===== config.mk =====
export PLATFORM = sky130hd
export DESIGN_NAME = tfe_rx_framer_events
export DESIGN_NICKNAME = d
export VERILOG_FILES = /design/src/hw/tfe_pkg.sv /design/src/hw/tfe_rx_framer_events.sv
export SDC_FILE = /design/constraint.sdc
export NUM_CORES = 1
export LEC_CHECK = 0
export ABC_AREA = 1
export BUFFER_PORTS_ARGS = -buffer_cell sky130_fd_sc_hd__buf_2
export CORE_MARGIN = 1.5
export CORE_UTILIZATION = 25
export CTS_CLUSTER_DIAMETER = 60
export DETAILED_ROUTE_END_ITERATION = 12
export HOLD_SLACK_MARGIN = 0.15
export PLACE_DENSITY = 0.46
export RECOVER_POWER = 50
export SYNTH_ARGS = -nofsm -noshare
export SYNTH_HDL_FRONTEND = slang
export SYNTH_SLANG_ARGS = --single-unit

===== constraint.sdc =====
create_clock -name clk -period 3.45 [get_ports clk]
set_clock_uncertainty 0.15 [all_clocks]
set_input_delay 0.345 -clock clk [delete_from_list [all_inputs] [get_ports clk]]
set_output_delay 0.345 -clock clk [all_outputs]
set_load 0.005 [all_outputs]

===== src/hw/tfe_pkg.sv =====
package tfe_pkg;

  // register indices; byte address is four times the index
  localparam logic [7:0] IDX_STATUS = 8'h4f;
  localparam logic [7:0] IDX_INT_CTRL0 = 8'h50;
  localparam logic [7:0] IDX_INT_CTRL1 = 8'h51;
  localparam logic [7:0] IDX_EVENT0 = 8'h52;
  localparam logic [7:0] IDX_EVENT1 = 8'h53;
  localparam logic [7:0] IDX_CONC_LOW = 8'h56;
  localparam logic [7:0] IDX_MAINT_CONC_HIGH = 8'h57;
  localparam logic [7:0] IDX_SWITCH_ALARM = 8'h58;
  localparam logic [7:0] IDX_OVH_CTRL = 8'h5c;
  localparam logic [7:0] IDX_OVH_FLAGS = 8'h5d;
  localparam logic [7:0] IDX_FORMAT = 8'h60;

  // field positions
  localparam int EV_START = 4;
  localparam int EV_SEVERE = 3;
  localparam int EV_CRC = 2;
  localparam int EV_FERR = 1;
  localparam int EV_ALIGN = 0;
  localparam int CHG_ALARM = 3;
  localparam int CHG_SWITCH = 2;
  localparam int CHG_MAINT = 1;
  localparam int CHG_CONC = 0;
  localparam int OVH_DEBOUNCE = 4;

  // reset values
  localparam logic STATUS_RST = 1'b1;

  // line framing figures
  localparam logic [7:0] FRAME_LAST = 8'hc0;
  localparam logic [6:0] MF_LAST_SF = 7'h0b;
  localparam logic [6:0] MF_LAST_ESF = 7'h17;
  localparam logic [6:0] MF_LAST_SLC = 7'h47;
  localparam logic [6:0] SEVERE_WIN = 7'h06;
  localparam logic [5:0] SF_FS_PAT = 6'h1c;
  localparam logic [5:0] ESF_FAS_PAT = 6'h34;
  localparam logic [11:0] SLC_FS_PAT = 12'he38;
  localparam logic [3:0] SLC_FS_LAST = 4'hb;
  localparam logic [5:0] CRC_POLY = 6'h03;

  // slc-96 signaling frame numbers (frame 2n)
  localparam logic [5:0] SLC_N_SYNC_LAST = 6'h0b;
  localparam logic [5:0] SLC_N_END = 6'h24;
  localparam logic [5:0] SLC_C_N0 = 6'h0c;
  localparam logic [5:0] SLC_M_N0 = 6'h1a;
  localparam logic [5:0] SLC_A_N0 = 6'h1d;
  localparam logic [5:0] SLC_S_N0 = 6'h1f;
  localparam logic [5:0] SLC_C_W = 6'h0b;
  localparam logic [5:0] SLC_M_W = 6'h03;
  localparam logic [5:0] SLC_A_W = 6'h02;
  localparam logic [5:0] SLC_S_W = 6'h04;

  // axi responses
  localparam logic [1:0] RESP_OKAY = 2'h0;
  localparam logic [1:0] RESP_SLVERR = 2'h2;

  typedef enum logic [1:0] {FMT_SF = 2'h0, FMT_ESF = 2'h1, FMT_DM = 2'h2, FMT_SLC = 2'h3}
    tfe_format_t;

  // gray along idle -> align -> run
  typedef enum logic [1:0] {TRK_IDLE = 2'h0, TRK_ALIGN = 2'h1, TRK_RUN = 2'h3} tfe_trk_t;

  // received bit stream from the frame search logic
  typedef struct packed {
    logic bit_valid;
    logic bit_data;
    logic in_sync;
    logic lock;
  } tfe_line_t;

  typedef struct packed {
    logic aw_held;
    logic [7:0] aw_idx;
    logic aw_oor;
    logic w_held;
    logic [7:0] wdata;
    logic wstrb0;
    logic bvalid;
    logic [1:0] bresp;
    logic rvalid;
    logic [7:0] rdata;
    logic [1:0] rresp;
    tfe_format_t format;
    logic oof_int_enable;
    logic [4:0] framer_int_enable;
    logic [4:0] ovh_ctrl;
    logic oof_status;
    logic oof_flag;
    logic [4:0] ev1;
    logic [3:0] chg;
    logic [10:0] conc;
    logic [2:0] maint;
    logic [3:0] sw;
    logic [1:0] alarm;
    tfe_trk_t trk;
    logic [7:0] bit_pos;
    logic [6:0] frame_idx;
    logic [7:0] phase;
    logic [7:0] held_phase;
    logic have_pos;
    logic [1:0] err_cnt;
    logic [5:0] crc;
    logic [5:0] crc_prev;
    logic crc_prev_ok;
    logic [5:0] rx_crc;
    logic [10:0] cap_c;
    logic [2:0] cap_m;
    logic [3:0] cap_s;
    logic [1:0] cap_a;
    logic [10:0] prev_c;
    logic [2:0] prev_m;
    logic [3:0] prev_s;
    logic [1:0] prev_a;
    logic irq;
  } tfe_state_t;

endpackage


===== src/hw/tfe_rx_framer_events.sv =====
// Local design decision: the AXI4-Lite interface to the registers.
`timescale 1ns/1ps
`default_nettype none

module tfe_rx_framer_events #(
  parameter int ADDR_W = 12
) (
  // clock and reset
  input wire logic clk,
  input wire logic srst,
  // received line stream
  input wire tfe_pkg::tfe_line_t line,
  // axi4-lite write
  input wire logic [ADDR_W-1:0] s_axi_awaddr,
  input wire logic s_axi_awvalid,
  output logic s_axi_awready,
  input wire logic [31:0] s_axi_wdata,
  input wire logic [3:0] s_axi_wstrb,
  input wire logic s_axi_wvalid,
  output logic s_axi_wready,
  output logic [1:0] s_axi_bresp,
  output logic s_axi_bvalid,
  input wire logic s_axi_bready,
  // axi4-lite read
  input wire logic [ADDR_W-1:0] s_axi_araddr,
  input wire logic s_axi_arvalid,
  output logic s_axi_arready,
  output logic [31:0] s_axi_rdata,
  output logic [1:0] s_axi_rresp,
  output logic s_axi_rvalid,
  input wire logic s_axi_rready,
  // interrupt request
  output logic irq
);

  localparam int IDX_TOP = 10;

  // address must reach every register index
  if (ADDR_W < IDX_TOP) begin : g_bad_addr
    $error("ADDR_W too small for the register map");
  end

  tfe_pkg::tfe_state_t st;
  tfe_pkg::tfe_state_t n;

  logic lock;
  logic act;
  logic fbit;
  logic ferr;
  logic mf_end;
  logic win_start;
  logic [7:0] pos;
  logic [6:0] frm;
  logic [5:0] slc_n;
  logic [1:0] expv;
  logic [1:0] cnt;
  logic [5:0] crc_in;
  logic [5:0] crc_c;
  logic [8:0] rd;
  logic wr_go;
  logic [4:0] set1;
  logic [4:0] clr1;
  logic [3:0] setc;
  logic [3:0] clrc;
  logic set0;
  logic clr0;

  // expected framing bit: {checked, value}
  function automatic logic [1:0] f_expect(tfe_pkg::tfe_format_t f, logic [6:0] i);
    logic [5:0] nn;
    nn = 6'(i[6:1]) + 6'h01;
    f_expect = 2'h0;
    case (f)
      tfe_pkg::FMT_SF, tfe_pkg::FMT_DM: begin
        // ft alternates 1,0 on odd frames; fs follows its own pattern
        f_expect = {1'b1, i[0] ? tfe_pkg::SF_FS_PAT[i[3:1]] : ~i[1]};
      end
      tfe_pkg::FMT_ESF: begin
        if (i[1:0] == 2'h3) begin
          f_expect = {1'b1, tfe_pkg::ESF_FAS_PAT[i[4:2]]};
        end
      end
      tfe_pkg::FMT_SLC: begin
        if (!i[0]) begin
          f_expect = {1'b1, ~i[1]};
        end else if (nn <= tfe_pkg::SLC_N_SYNC_LAST) begin
          f_expect = {1'b1, tfe_pkg::SLC_FS_PAT[4'(nn - 6'h01)]};
        end else if (nn == tfe_pkg::SLC_N_END) begin
          f_expect = {1'b1, tfe_pkg::SLC_FS_PAT[tfe_pkg::SLC_FS_LAST]};
        end
      end
      default: f_expect = 2'h0;
    endcase
  endfunction

  // last frame index of the multiframe
  function automatic logic [6:0] f_mf_last(tfe_pkg::tfe_format_t f);
    case (f)
      tfe_pkg::FMT_ESF: f_mf_last = tfe_pkg::MF_LAST_ESF;
      tfe_pkg::FMT_SLC: f_mf_last = tfe_pkg::MF_LAST_SLC;
      default: f_mf_last = tfe_pkg::MF_LAST_SF;
    endcase
  endfunction

  // one serial step of crc-6, x^6 + x + 1
  function automatic logic [5:0] f_crc(logic [5:0] c, logic b);
    f_crc = {c[4:0], 1'b0} ^ ((c[5] ^ b) ? tfe_pkg::CRC_POLY : 6'h00);
  endfunction

  // register read decode: {hit, data}
  function automatic logic [8:0] f_rd(tfe_pkg::tfe_state_t s, logic [7:0] idx);
    case (idx)
      tfe_pkg::IDX_STATUS: f_rd = {1'b1, 7'h00, s.oof_status};
      tfe_pkg::IDX_INT_CTRL0: f_rd = {1'b1, 7'h00, s.oof_int_enable};
      tfe_pkg::IDX_INT_CTRL1: f_rd = {1'b1, 3'h0, s.framer_int_enable};
      tfe_pkg::IDX_EVENT0: f_rd = {1'b1, 7'h00, s.oof_flag};
      tfe_pkg::IDX_EVENT1: f_rd = {1'b1, 3'h0, s.ev1};
      tfe_pkg::IDX_CONC_LOW: f_rd = {1'b1, s.conc[7:0]};
      tfe_pkg::IDX_MAINT_CONC_HIGH: f_rd = {1'b1, 2'h0, s.maint, s.conc[10:8]};
      tfe_pkg::IDX_SWITCH_ALARM: f_rd = {1'b1, 2'h0, s.sw, s.alarm};
      tfe_pkg::IDX_OVH_CTRL: f_rd = {1'b1, 3'h0, s.ovh_ctrl};
      tfe_pkg::IDX_OVH_FLAGS: f_rd = {1'b1, 4'h0, s.chg};
      tfe_pkg::IDX_FORMAT: f_rd = {1'b1, 6'h00, s.format};
      default: f_rd = 9'h000;
    endcase
  endfunction

  // a field latches when debounce is off or it repeats
  function automatic logic f_take(logic deb, logic [10:0] cap, logic [10:0] prev);
    f_take = !deb || (cap == prev);
  endfunction

  // handshake outputs
  assign s_axi_awready = !st.aw_held && !st.bvalid;
  assign s_axi_wready = !st.w_held && !st.bvalid;
  assign s_axi_arready = !st.rvalid;

  // data outputs straight from state
  assign s_axi_bvalid = st.bvalid;
  assign s_axi_bresp = st.bresp;
  assign s_axi_rvalid = st.rvalid;
  assign s_axi_rresp = st.rresp;
  assign s_axi_rdata = {24'h000000, st.rdata};
  assign irq = st.irq;

  // next state of the whole block
  always_comb begin
    n = st;
    set1 = 5'h00;
    setc = 4'h0;
    cnt = 2'h0;
    crc_c = 6'h00;
    rd = 9'h000;
    lock = line.lock && line.bit_valid && line.in_sync;
    act = line.bit_valid && line.in_sync && (lock || st.trk != tfe_pkg::TRK_IDLE);
    pos = lock ? 8'h00 : st.bit_pos;
    frm = lock ? 7'h00 : st.frame_idx;
    slc_n = 6'(frm[6:1]) + 6'h01;
    expv = f_expect(st.format, frm);
    fbit = act && (pos == 8'h00);
    ferr = fbit && expv[1] && (line.bit_data != expv[0]);
    mf_end = act && (pos == tfe_pkg::FRAME_LAST) && (frm == f_mf_last(st.format));
    win_start = fbit && (st.format == tfe_pkg::FMT_ESF ? frm == 7'h00 :
                         (frm == 7'h00 || frm == tfe_pkg::SEVERE_WIN));
    crc_in = lock ? 6'h00 : st.crc;

    // status follows sync; any toggle raises the change flag
    n.oof_status = !line.in_sync;
    set0 = (st.oof_status != !line.in_sync);
    if (!line.in_sync) begin
      n.trk = tfe_pkg::TRK_IDLE;
    end

    // free-running bit phase, compared at each lock after the first
    if (line.bit_valid) begin
      n.phase = (st.phase == tfe_pkg::FRAME_LAST) ? 8'h00 : st.phase + 8'h01;
    end
    if (lock) begin
      set1[tfe_pkg::EV_ALIGN] = st.have_pos && (st.phase != st.held_phase);
      n.held_phase = st.phase;
      n.have_pos = 1'b1;
      n.trk = tfe_pkg::TRK_ALIGN;
      n.crc_prev_ok = 1'b0;
    end

    // per-bit framing work while aligned
    if (act) begin
      n.bit_pos = (pos == tfe_pkg::FRAME_LAST) ? 8'h00 : pos + 8'h01;
      if (pos == tfe_pkg::FRAME_LAST) begin
        n.frame_idx = (frm == f_mf_last(st.format)) ? 7'h00 : frm + 7'h01;
      end
      set1[tfe_pkg::EV_START] = fbit;
      set1[tfe_pkg::EV_FERR] = ferr;
      // severe count: ft errors per six frames, fas errors per esf multiframe
      cnt = win_start ? 2'h0 : st.err_cnt;
      if (ferr && st.format != tfe_pkg::FMT_SLC && (st.format == tfe_pkg::FMT_ESF || !frm[0])) begin
        set1[tfe_pkg::EV_SEVERE] = (cnt == 2'h1);
        n.err_cnt = (cnt == 2'h3) ? cnt : cnt + 2'h1;
      end else begin
        n.err_cnt = cnt;
      end
      // crc-6 over the multiframe with framing bits taken as one
      if (st.format == tfe_pkg::FMT_ESF) begin
        crc_c = f_crc(crc_in, fbit ? 1'b1 : line.bit_data);
        n.crc = crc_c;
        if (fbit && frm[1:0] == 2'h1) begin
          n.rx_crc = {st.rx_crc[4:0], line.bit_data};
        end
        if (mf_end) begin
          set1[tfe_pkg::EV_CRC] = st.crc_prev_ok && (st.crc_prev != st.rx_crc);
          n.crc_prev = crc_c;
          n.crc_prev_ok = 1'b1;
          n.crc = 6'h00;
        end
      end
      // slc-96 overhead capture from signaling bits
      if (st.format == tfe_pkg::FMT_SLC && fbit && frm[0]) begin
        if (slc_n >= tfe_pkg::SLC_C_N0 && slc_n < tfe_pkg::SLC_C_N0 + tfe_pkg::SLC_C_W) begin
          n.cap_c[4'(slc_n - tfe_pkg::SLC_C_N0)] = line.bit_data;
        end
        if (slc_n >= tfe_pkg::SLC_M_N0 && slc_n < tfe_pkg::SLC_M_N0 + tfe_pkg::SLC_M_W) begin
          n.cap_m[2'(slc_n - tfe_pkg::SLC_M_N0)] = line.bit_data;
        end
        if (slc_n >= tfe_pkg::SLC_A_N0 && slc_n < tfe_pkg::SLC_A_N0 + tfe_pkg::SLC_A_W) begin
          n.cap_a[1'(slc_n - tfe_pkg::SLC_A_N0)] = line.bit_data;
        end
        if (slc_n >= tfe_pkg::SLC_S_N0 && slc_n < tfe_pkg::SLC_S_N0 + tfe_pkg::SLC_S_W) begin
          n.cap_s[2'(slc_n - tfe_pkg::SLC_S_N0)] = line.bit_data;
        end
      end
      // latch at superframe end, only while in sync
      if (st.format == tfe_pkg::FMT_SLC && mf_end) begin
        if (f_take(st.ovh_ctrl[tfe_pkg::OVH_DEBOUNCE], st.cap_c, st.prev_c)) begin
          n.conc = st.cap_c;
          setc[tfe_pkg::CHG_CONC] = (st.cap_c != st.conc);
        end
        if (f_take(st.ovh_ctrl[tfe_pkg::OVH_DEBOUNCE], 11'(st.cap_m), 11'(st.prev_m))) begin
          n.maint = st.cap_m;
          setc[tfe_pkg::CHG_MAINT] = (st.cap_m != st.maint);
        end
        if (f_take(st.ovh_ctrl[tfe_pkg::OVH_DEBOUNCE], 11'(st.cap_s), 11'(st.prev_s))) begin
          n.sw = st.cap_s;
          setc[tfe_pkg::CHG_SWITCH] = (st.cap_s != st.sw);
        end
        if (f_take(st.ovh_ctrl[tfe_pkg::OVH_DEBOUNCE], 11'(st.cap_a), 11'(st.prev_a))) begin
          n.alarm = st.cap_a;
          setc[tfe_pkg::CHG_ALARM] = (st.cap_a != st.alarm);
        end
        n.prev_c = st.cap_c;
        n.prev_m = st.cap_m;
        n.prev_s = st.cap_s;
        n.prev_a = st.cap_a;
      end
      if (mf_end) begin
        n.trk = tfe_pkg::TRK_RUN;
      end
    end

    // axi write: address and data taken in either order
    if (s_axi_awvalid && s_axi_awready) begin
      n.aw_held = 1'b1;
      n.aw_idx = s_axi_awaddr[IDX_TOP-1:2];
      n.aw_oor = (s_axi_awaddr >> IDX_TOP) != '0;
    end
    if (s_axi_wvalid && s_axi_wready) begin
      n.w_held = 1'b1;
      n.wdata = s_axi_wdata[7:0];
      n.wstrb0 = s_axi_wstrb[0];
    end
    wr_go = st.aw_held && st.w_held && !st.bvalid;
    rd = f_rd(st, st.aw_idx);
    clr0 = 1'b0;
    clr1 = 5'h00;
    clrc = 4'h0;
    if (wr_go) begin
      n.aw_held = 1'b0;
      n.w_held = 1'b0;
      n.bvalid = 1'b1;
      n.bresp = (rd[8] && !st.aw_oor) ? tfe_pkg::RESP_OKAY : tfe_pkg::RESP_SLVERR;
      if (st.wstrb0 && !st.aw_oor) begin
        case (st.aw_idx)
          tfe_pkg::IDX_INT_CTRL0: n.oof_int_enable = st.wdata[0];
          tfe_pkg::IDX_INT_CTRL1: n.framer_int_enable = st.wdata[4:0];
          tfe_pkg::IDX_EVENT0: clr0 = st.wdata[0];
          tfe_pkg::IDX_EVENT1: clr1 = st.wdata[4:0];
          tfe_pkg::IDX_OVH_CTRL: n.ovh_ctrl = st.wdata[4:0];
          tfe_pkg::IDX_OVH_FLAGS: clrc = st.wdata[3:0];
          tfe_pkg::IDX_FORMAT: n.format = tfe_pkg::tfe_format_t'(st.wdata[1:0]);
          default: ;
        endcase
      end
    end else if (st.bvalid && s_axi_bready) begin
      n.bvalid = 1'b0;
    end

    // axi read: one word answered the cycle after acceptance
    if (s_axi_arvalid && s_axi_arready) begin
      rd = f_rd(st, s_axi_araddr[IDX_TOP-1:2]);
      n.rvalid = 1'b1;
      if (rd[8] && (s_axi_araddr >> IDX_TOP) == '0) begin
        n.rdata = rd[7:0];
        n.rresp = tfe_pkg::RESP_OKAY;
      end else begin
        n.rdata = 8'h00;
        n.rresp = tfe_pkg::RESP_SLVERR;
      end
    end else if (st.rvalid && s_axi_rready) begin
      n.rvalid = 1'b0;
    end

    // sticky flags: a set in the clearing cycle wins
    n.oof_flag = (st.oof_flag && !clr0) || set0;
    n.ev1 = (st.ev1 & ~clr1) | set1;
    n.chg = (st.chg & ~clrc) | setc;

    // interrupt request from flags and enables
    n.irq = (st.oof_flag && st.oof_int_enable) || |(st.ev1 & st.framer_int_enable) ||
            |(st.chg & st.ovh_ctrl[3:0]);
  end

  // state register
  always_ff @(posedge clk) begin
    if (srst) begin
      st <= '0;
      st.oof_status <= tfe_pkg::STATUS_RST;
    end else begin
      st <= n;
    end
  end
endmodule // tfe_rx_framer_events

`default_nettype wire


==> out/results.ini <==
[timing]
finalSetupViolations=0
period_minus_slack_ns=3.127
hold_viol_final=0
setup_tns_ns=0
relSlewSlack=0.2570
tightest_slew_ns=1.113
grt_setup_unrepaired=false
period_share=0.9063
clock.fmax_ghz=0.3198
drv_slew=0

[pwr]
power_mw=4.261
power_density_nw_per_um2=420.7
leakagePower_nw=4.206
peakVddDrop_v=0.0003877

[synth]
synth_area_leader_cell=dfxtp_1
ys_top_cells_by_count=dfxtp_1 (169), nand2_1 (166), inv_1 (149)
ys_seq_elements=169
synth.distinct_cells=59
netlist_top_cells_area=dfxtp_1 (39%), a21oi_1 (7.9%), nand2_1 (7.2%), inv_1 (6.4%), o21ai_0 (6.0%)
synthFlopType=dfxtp_1
synth_top_area_frac=0.3892
post-synth-top-count-cell=dfxtp_1
ys_seq_area_frac=0.3892
synth_edf_count=0
syn_area_um2=8693
syn_avg_cell_area_um2=7.250
synth_cells=1199
yosysWarnings=0
async_flop_share=0

[drt]
wl_per_cell_um=13.21
drtIter0Drc=406
dr.pass1.iters=4
drtAntennaViolNets=0
via_count=7701
drt_wl_total_mm=22.88
vias_per_cell=4.446
drc=0

[min_path]
min-delay-start=line[2]
hp-class=in -> reg
min_path_cells=3

[placed_design]
io_buffers=52
dp_cells=1678
place_congestion=0.8097
dpl.hpwl_mm=16.86
placed_cell_area_um2=9334

[global_route]
met1_usage=0.1721
grt_max_degree=68
antenna_found_initial=0
grtUsageMet2=0.2203
grt_pass1_wl_mm=38.20
grtUsageTotal=0.1324
overflow=0
busiest_layer=met2
met3_usage=0.02762
grt_pass1_vias=7549

[floorplan]
fp.dieW_um=189.5
std_cell_rows=68
core_area_um2=34370
dieHeight_um=189.5
die_area_um2=35900
start_util=0.2529
ioPinCount=113

[worst_setup_path]
critPathRequiredTime_ns=3.59
end_kind=register
worst-setup-path-type=in -> reg
worstSetupStartpointType=primary input
rr_worst_depth=12
worst-path-max-fanout=14
crit_path_start=line[3]
worst-r2r-setup-slack_ns=0.71
regToRegEndpoint=st[16]$_SDFFE_PP0P_
r2r_start=st[138]$_SDFFE_PP0P_
cp.arrival_ns=3.26

[status]
status=complete, no violations

[cells_and_area]
stdcell_count=1732
layout.nets=1350
multi_input_area_um2=4390
fill_cells=3797
syn2layout_area_growth_pct=16.51
drive_gt1_frac=0.09710
final_area_um2=10130
antenna_cells=0
ff_latch_area_um2=3383
final_util=0.2947

[flow_run]
maxCapViolations=0

[clock_network]
cts.htree.levels=4
cts_buffer_depth=2
cts_tree=built
clk_pin_slew_worst_paths_ns=0.07
insertion_delay_ns=0.44
cts_sinks=169
numCtsBuffers=17
clockRootBuffer=clkbuf_16

## cell usage in the layout (no fill, tap or decap), drive strengths merged, types with 15 or more instances in the layout
master	instances
a211oi	20
a21oi	138
buf	55
clkbuf	34
conb	26
dfxtp	169
dlygate4sd3	22
ha	15
inv	161
nand2	172
nand3	39
nand4	21
nor2	143
nor3	22
o21ai	117
o22ai	16
xor2	37
## through the flow
stage                     worst slack [ns]  hold WS, ns
final                               0.3232       0.2147
after global routing               0.01790       0.2067
after CTS                           0.3055       0.2054
after detailed placement            0.3751       0.3018
after global placement              0.3997       0.2951
after floorplan                     0.7030       0.2804
## worst max-delay path by stage
stage | cells past startpoint | to
6_report | 16 | register
5_1_grt | 15 | register
4_1_cts | 16 | register
3_5_place_dp | 15 | register
3_3_place_gp | 15 | register
2_1_floorplan | 16 | register
## final cells by class
class                   count  share of cell area
flip-flops and latches    169              0.3340
clock buffers              18             0.04336
clock inverters            14             0.01742
multi-input cells         829              0.4335
repair buffers             93             0.05843
inverters                 154             0.05707
well taps                 455             0.05621
## power breakdown
| part | internal, mW | switching (mW) | leakage, nW | total, mW |
|---|---|---|---|---|
| Clock | 1.06 | 0.927 | 0.302 | 1.99 |
| Combinational | 0.0895 | 0.167 | 2.54 | 0.256 |
| Sequential | 1.99 | 0.0299 | 1.37 | 2.02 |
## layer usage
metal  part of all wire  routed length (um)
met5                  0                   0
met4              0.014                 327
met3              0.029                 654
met2               0.46               10500
met1               0.50               11400
## kinds of logic (layout without fill, tap and decap cells)
logic type / Yosys count / in the layout / synth area share
and+or+nand+nor: 416 / 416 / 0.2139
AOI/OAI and AO/OA: 324 / 324 / 0.2087
buffers and inverters: 226 / 279 / 0.1169
DFF: 169 / 169 / 0.3892
xor gates and xnor gates: 47 / 47 / 0.04822
adders and majority gates: 15 / 15 / 0.02159
other: 1 / 26 / 0.0004314
muxes: 1 / 1 / 0.001151
## worst max-delay path, cell delays in order
cell	delay, ns
dlygate4sd3_1	0.52
buf_2	0.21
nand3_4	0.24
nand2_1	0.21
ha_1	0.18
nand3_1	0.10
inv_1	0.10
nand2_1	0.07
nor2_2	0.23
nand3_1	0.20
a211oi_2	0.24
nand2_1	0.18
nor2_1	0.18
nand2_1	0.12
nor2_1	0.11
a211oi_1	0.05
## repair_timing
item	CTS	global route
setup endpoints to repair	0	1
hold buffers	22	0
hold endpoints to repair	23	0
resized for setup	0	1
setup buffers	0	0
No activity file was read; power rests on OpenSTA's default activity.
